## src/spc_pkg.sv

```systemverilog
/*
 * shared constants and types of the standby pin state control block.
 * assumes one clock, pins sampled synchronously, and power mode decoded elsewhere.
 */
// Overview of operation
// - a relocatable peripheral signal drives only the pin its selection picks.
// - whole low period of the external reset pin counts as pin reset.
// - pin function settings cannot be applied while any reset is active.
// - a floating pin has its output drive turned off.
// - an unusable input reads as constant 0 inside the device.
// - run, sleep and standby with level select 0 keep the previous pin state.
// - a kept pin owned by a running peripheral follows that peripheral.
// - a kept port pin holds the last port output value.
// - the high-speed oscillator stops in the timer, RTC and STOP standby modes; the sub oscillator stops only in STOP.
package spc_pkg;

    localparam int SPC_NUM_SIG = 4;
    localparam int SPC_NUM_ALT = 2;
    localparam int SPC_NUM_PIN = SPC_NUM_SIG * SPC_NUM_ALT;

    localparam logic SPC_RST_LEVEL = 1'b0;

    typedef enum logic [5:0] {
        SPC_MODE_RUN       = 6'b00_0001,
        SPC_MODE_SLEEP     = 6'b00_0010,
        SPC_MODE_SUB_TIMER = 6'b00_0100,
        SPC_MODE_LCR_TIMER = 6'b00_1000,
        SPC_MODE_RTC       = 6'b01_0000,
        SPC_MODE_STOP      = 6'b10_0000
    } spc_mode_e;

    typedef struct packed {
        logic [SPC_NUM_PIN-1:0] gpioOut;
        logic [SPC_NUM_PIN-1:0] gpioOe;
        logic [SPC_NUM_SIG-1:0] periphEn;
        logic [SPC_NUM_SIG-1:0] relocSel;
    } spc_cfg_s;

    typedef struct packed {
        logic value;
        logic enable;
    } spc_drive_s;

    localparam spc_cfg_s SPC_CFG_RESET = '0;
    localparam spc_drive_s SPC_DRIVE_OFF = '0;

endpackage : spc_pkg

```

## src/spc_pin_hold.sv

```systemverilog
/*
 * per-pin hold latch for the port output value and enable.
 * assumes the caller raises holdEn for the whole of a keep-state standby period.
 */
`timescale 1ns/1ps
module spc_pin_hold
    import spc_pkg::*;
(
    input  wire logic       clk,
    input  wire logic       rst_n,
    input  wire logic       holdEn,
    input  spc_drive_s      liveDrive,
    output spc_drive_s      heldDrive
);

    spc_drive_s driveQ_q;
    spc_drive_s driveQ_d;

    // tracks live value until hold, then freezes the value seen just before entry
    assign driveQ_d  = holdEn ? driveQ_q : liveDrive;
    assign heldDrive = driveQ_q;

    always_ff @(posedge clk or negedge rst_n) begin
        if (!rst_n) begin
            driveQ_q <= SPC_DRIVE_OFF;
        end else begin
            driveQ_q <= driveQ_d;
        end
    end

endmodule : spc_pin_hold

```

## src/spc_standby_pin_state_control.sv

```systemverilog
/*
 * pin state control across reset, run, sleep and standby modes.
 * assumes pins and mode inputs synchronous to clk; the pad turns enable into drive.
 */
`timescale 1ns/1ps
module spc_standby_pin_state_control
    import spc_pkg::*;
(
    input  wire logic                   clk,
    input  wire logic                   rst_n,
    input  wire logic                   external_reset_n,
    input  wire logic                   porReset,
    input  wire logic                   lvdReset,
    input  wire logic                   internalReset,
    input  spc_mode_e                   powerMode,
    input  wire logic                   standby_pin_level_sel,
    input  wire logic                   cfgWrValid,
    output logic                        cfgWrReady,
    input  spc_cfg_s                    cfgWrData,
    input  wire logic [SPC_NUM_SIG-1:0] periphOut,
    input  wire logic [SPC_NUM_SIG-1:0] periphOe,
    output logic      [SPC_NUM_SIG-1:0] periphIn,
    input  wire logic [SPC_NUM_PIN-1:0] extIntEn,
    output logic      [SPC_NUM_PIN-1:0] gpioIn,
    input  wire logic [SPC_NUM_PIN-1:0] pinIn,
    output logic      [SPC_NUM_PIN-1:0] pinOut,
    output logic      [SPC_NUM_PIN-1:0] pinOe,
    output logic                        hsOscStop,
    output logic                        subOscStop
);

    function automatic logic isStandby(input spc_mode_e m);
        isStandby = !(m == SPC_MODE_RUN || m == SPC_MODE_SLEEP);
    endfunction : isStandby

    function automatic logic [1:0] oscStops(input spc_mode_e m);
        unique case (m)
            SPC_MODE_RUN, SPC_MODE_SLEEP:           oscStops = 2'b00;
            SPC_MODE_SUB_TIMER, SPC_MODE_LCR_TIMER,
            SPC_MODE_RTC:                           oscStops = 2'b10;
            SPC_MODE_STOP:                          oscStops = 2'b11;
            default:                                oscStops = 2'b11;
        endcase
    endfunction : oscStops

    spc_cfg_s               cfgQ_q;
    spc_cfg_s               cfgQ_d;
    logic [SPC_NUM_PIN-1:0] pinOut_q;
    logic [SPC_NUM_PIN-1:0] pinOut_d;
    logic [SPC_NUM_PIN-1:0] pinOe_q;
    logic [SPC_NUM_PIN-1:0] pinOe_d;
    logic [SPC_NUM_PIN-1:0] pinInt_q;
    logic [SPC_NUM_PIN-1:0] pinInt_d;
    logic [1:0]             osc_q;
    logic [1:0]             osc_d;
    wire                    pinReset;
    wire                    inStandby;
    wire                    floatMode;
    logic [SPC_NUM_PIN-1:0] routed;
    logic [SPC_NUM_PIN-1:0] floatPin;
    logic [SPC_NUM_PIN-1:0] selOut;
    logic [SPC_NUM_PIN-1:0] selOe;

    // any reset source, the external pin low for its whole low period
    assign pinReset   = (external_reset_n == SPC_RST_LEVEL) || porReset || lvdReset
                        || internalReset;
    assign inStandby  = isStandby(powerMode);
    assign floatMode  = inStandby && standby_pin_level_sel;
    // settings are refused, not queued, while reset holds
    assign cfgWrReady = !pinReset;
    assign cfgQ_d     = (cfgWrValid && cfgWrReady) ? cfgWrData : cfgQ_q;

    genvar p;
    generate
        for (p = 0; p < SPC_NUM_PIN; p++) begin : g_pin
            localparam int SIG = p / SPC_NUM_ALT;
            localparam logic ALT = 1'(p % SPC_NUM_ALT);
            spc_drive_s liveDrive;
            spc_drive_s heldDrive;
            wire        holdEn;

            assign routed[p]   = cfgQ_q.periphEn[SIG] && (cfgQ_q.relocSel[SIG] == ALT);
            assign liveDrive   = '{value: cfgQ_q.gpioOut[p], enable: cfgQ_q.gpioOe[p]};
            // outside reset, extint pins keep function; others float only in standby with level select set
            assign floatPin[p] = pinReset || (floatMode && !extIntEn[p]);
            assign holdEn      = inStandby;
            // a running peripheral keeps driving; a port pin shows its hold stage value, frozen in standby
            assign selOut[p]   = routed[p] ? periphOut[SIG] : heldDrive.value;
            assign selOe[p]    = routed[p] ? periphOe[SIG] : heldDrive.enable;
            assign pinOe_d[p]  = !floatPin[p] && selOe[p];
            assign pinOut_d[p] = !floatPin[p] && selOut[p];
            assign pinInt_d[p] = !floatPin[p] && pinIn[p];

            spc_pin_hold u_hold (
                .clk       (clk),
                .rst_n     (rst_n),
                .holdEn    (holdEn),
                .liveDrive (liveDrive),
                .heldDrive (heldDrive)
            );
        end
        for (p = 0; p < SPC_NUM_SIG; p++) begin : g_sig
            // input taken only from the selected pin
            assign periphIn[p] = pinInt_q[p * SPC_NUM_ALT + int'(cfgQ_q.relocSel[p])];
        end
    endgenerate

    assign osc_d      = oscStops(powerMode);
    assign pinOut     = pinOut_q;
    assign pinOe      = pinOe_q;
    assign gpioIn     = pinInt_q;
    assign hsOscStop  = osc_q[1];
    assign subOscStop = osc_q[0];

    always_ff @(posedge clk or negedge rst_n) begin
        if (!rst_n) begin
            cfgQ_q   <= SPC_CFG_RESET;
            pinOut_q <= '0;
            pinOe_q  <= '0;
            pinInt_q <= '0;
            osc_q    <= 2'b00;
        end else begin
            cfgQ_q   <= cfgQ_d;
            pinOut_q <= pinOut_d;
            pinOe_q  <= pinOe_d;
            pinInt_q <= pinInt_d;
            osc_q    <= osc_d;
        end
    end
endmodule : spc_standby_pin_state_control

```

## config.mk

```make
export PLATFORM = sky130hd
export DESIGN_NAME = spc_standby_pin_state_control
export DESIGN_NICKNAME = d
export VERILOG_FILES = /design/src/spc_pkg.sv /design/src/spc_pin_hold.sv /design/src/spc_standby_pin_state_control.sv
export SDC_FILE = /design/constraint.sdc
export NUM_CORES = 1
export LEC_CHECK = 0
export BUFFER_PORTS_ARGS = -buffer_cell sky130_fd_sc_hd__buf_2
export CORE_ASPECT_RATIO = 0.8
export CORE_MARGIN = 2
export CORE_UTILIZATION = 35
export DETAILED_ROUTE_END_ITERATION = 12
export SYNTH_ARGS = -nofsm -noshare
export SYNTH_HDL_FRONTEND = slang
export SYNTH_SLANG_ARGS = --single-unit
```

## constraint.sdc

```tcl
create_clock -name clk -period 1.4 [get_ports clk]
set_clock_uncertainty 0.15 [all_clocks]
set_input_delay 0.07 -clock clk [delete_from_list [all_inputs] [get_ports clk]]
set_output_delay 0.07 -clock clk [all_outputs]
set_load 0.02 [all_outputs]
```

==> impl_metrics.toml <==
[status]
failed_checks = "negative setup slack"
status = "finished with violations"

[sta]
slew_headroom_pct = 75.1
timing.final.hold_violations = 0
layout_setup_ws_ns = -0.00970
rsz0062_at_grt = "true"
max_clock_freq_ghz = 0.709
slew_violations = 0
period_needed_ns = 1.41
setup_violations = 4
timing.final.crit_share_pct = 101
worst_pin_slew_ns = 0.374

[power]
clkPwrFrac_pct = 31.2
ir_drop_mv = 0.431
leakage_nw = 2.20
p_seq_share_pct = 48.1
pwr-share-comb_pct = 20.6
switching_share_pct = 25.8
power.net_switching_w = 0.00128
p_per_area_nw_per_um2 = 1170
intPower_w = 0.00370

[synth]
synth_mux_area_share_pct = 25.5
synth_top_family_by_area = "multiplexers"
yosys_warnings = 0
synth_compound_area_share_pct = 1.70
syn_area_per_cell_sq_um = 14.2
synth_seq_cells = 66
synth-simple-area-share_pct = 11.6
ys_seq_area_share_pct = 57.6
syn_nets = 264
synthAdderAreaFrac_pct = 0
netlist_instances = 202
synth_area_sq_um = 2870
ys_types = 23
synth_xor_area_share_pct = 0.873

[worst_hold_path]
hold_class = "primary input to flip-flop"
min_to = "gpioIn[2]"
min_from = "lvdReset"
hold_depth = 5

[clocking]
clockBufferDepth = 2
clock_sinks = 66
clkSlewWorstSetupHoldPaths_ns = 0.08
insertion_delay_ns = 0.34
cts_tree = "built"
h-tree-depth = 3
cts-root-buf = "clkbuf_8"
cts_buffers = 9

[placed_design]
place_area_sq_um = 3470
io_buffers = 92
place_ws_ns = -0.237
gp_congestion = 0.731
dp_hpwl_um = 4430

[finish]
areaGrowthSynthToFinish_pct = 47.9
n_antenna_cell = 0
nNetsFinal = 422
drive_gt1_share_pct = 45.8
layout_commonest_cell = "buf_2"
post-route-cell-area_sq_um = 4240
final_core_util_pct = 53.3
final_cell_mix = "buf_2, dfrtp_1, dlygate4sd3_1, mux2_4, mux2_2"

[critical_path]
r2r_slack_ns = 0.13
reg2reg_to = "pinOut[4]"
crit_path_end_kind = "output pin"
required_ns = 1.18
r2r_start = "cfgQ_q[2]"
rr_worst_depth = 4
worst-setup-path-type = "flip-flop to output pin"
arrival_ns = 1.19
cp_max_fo = 2
start_kind = "flip-flop"

[routing]
drtPass1Iterations = 4
drc = 0
detail_route.wl_per_cell_um = 14.2
antenna_left = 0
routed_via_density = 4.45
dr.first_iter.drc_count = 78
vias = 2104
routed_wl_um = 6710

[global_route]
antenna_found_initial = 0
grt.overflow.total = 0
grt_pass1_wl_um = 11000
grt_pass1_vias = 2229
track_usage_pct = 16.1
grt_max_degree = 67

[floorplanning]
ios = 93
initial_core_util_pct = 36.1
core-area_sq_um = 7950
die_y_um = 84.9
die_w_um = 105
rows = 29
dieArea_sq_um = 8930

[flow_run]
drv_cap = 0
==> layout make-up <==
cell class | instances | area, sq um
Clock buffer | 9 | 124
Clock inverter | 7 | 70.1
Fill cell | 696 | 3710
Inverter | 1 | 11.3
Multi-Input combinational cell | 130 | 1150
Sequential cell | 66 | 1650
Tap cell | 108 | 135
Timing Repair Buffer | 152 | 1090
==> sequential cells by signal, indices dropped and copies added (netlist names) <==
| register | flops |
|---|---|
| pinOe | 8 |
| osc_q | 2 |
| g_pin.u_hold.heldDrive | 16 |
| gpioIn | 8 |
| pinOut | 8 |
| cfgQ_q | 24 |
==> kinds of logic after synthesis <==
| logic type | Yosys count |
|---|---|
| flops | 66 |
| mux | 60 |
| simple gates | 59 |
| compound gates | 9 |
| buf+inv | 6 |
| xor+xnor | 2 |
==> through the flow <==
step	hold WS, ns	std cells	total power, W	TNS, ns
after CTS	0.00642	474	0.00504	-0.0592
after global placement	-0.0365	403	0.00329	-5.52
after detailed placement	-0.0355	403	0.00331	-6.32
after floorplan	-0.376	202	0.00301	-4.40
final	0.00779	473	0.00498	-0.0172
after global routing	0.00790	473	0.00525	-0.164
==> metal layers <==
metal | share of wire (%) | global-route usage [%]
met5 | 0 | 0
met2 | 48 | 26.9
met4 | 0.83 | 4.85
met3 | 4.6 | 4.99
met1 | 47 | 20.2
==> repair_timing <==
item / CTS / global route
hold buffers: 51 / 0
pin swaps: 0 / 0
setup buffers: 4 / 0
endpoints found under the hold margin: 115 / 0
cloned: 0 / 0
endpoints found under the setup margin: 5 / 5
gates resized for setup: 13 / 0
==> power groups by stage <==
stage	clock, W	sequential [W]	combinational, W
after CTS	0.00160	0.00240	0.00104
after floorplan	0	0.00240	0.000606
after detailed placement	0	0.00245	0.000865
final	0.00156	0.00240	0.00103
after global routing	0.00168	0.00244	0.00113
after global placement	0	0.00244	0.000847
==> cells in the mapped netlist (all sizes together) <==
library cell / instances / area share, %
nor4b: 1 / 0.31
nand4b: 2 / 0.61
a32oi: 1 / 0.31
nor4: 1 / 0.74
and3: 1 / 0.22
clkbuf: 1 / 0.13
nand2: 14 / 2.5
nand2b: 12 / 2.6
mux2i: 16 / 5.6
inv: 1 / 0.39
nor2: 11 / 1.4
mux2: 44 / 20
buf: 4 / 2.2
dfrtp: 66 / 58
nor3: 16 / 2.8
xor2: 2 / 0.87
a21oi: 8 / 1.4
or4b: 1 / 0.35
==> worst max path at each step <==
stage,startpoint,endpoint,slack [ns],depth (start not counted)
2_1_floorplan,porReset,cfgQ_q[0],-0.21,6
3_3_place_gp,porReset,cfgQ_q[9],-0.22,5
3_5_place_dp,porReset,cfgQ_q[4],-0.24,5
4_1_cts,cfgQ_q[1],periphIn[1],-0.02,2
5_1_grt,cfgQ_q[1],periphIn[1],-0.05,2
6_report,cfgQ_q[1],periphIn[1],-0.01,2
==> worst max-delay path: stages, from the launching register on <==
cell     delay (ns)
dfrtp_1        0.41
mux2_4         0.31
buf_6          0.13
(Power assumes the default switching activity.)
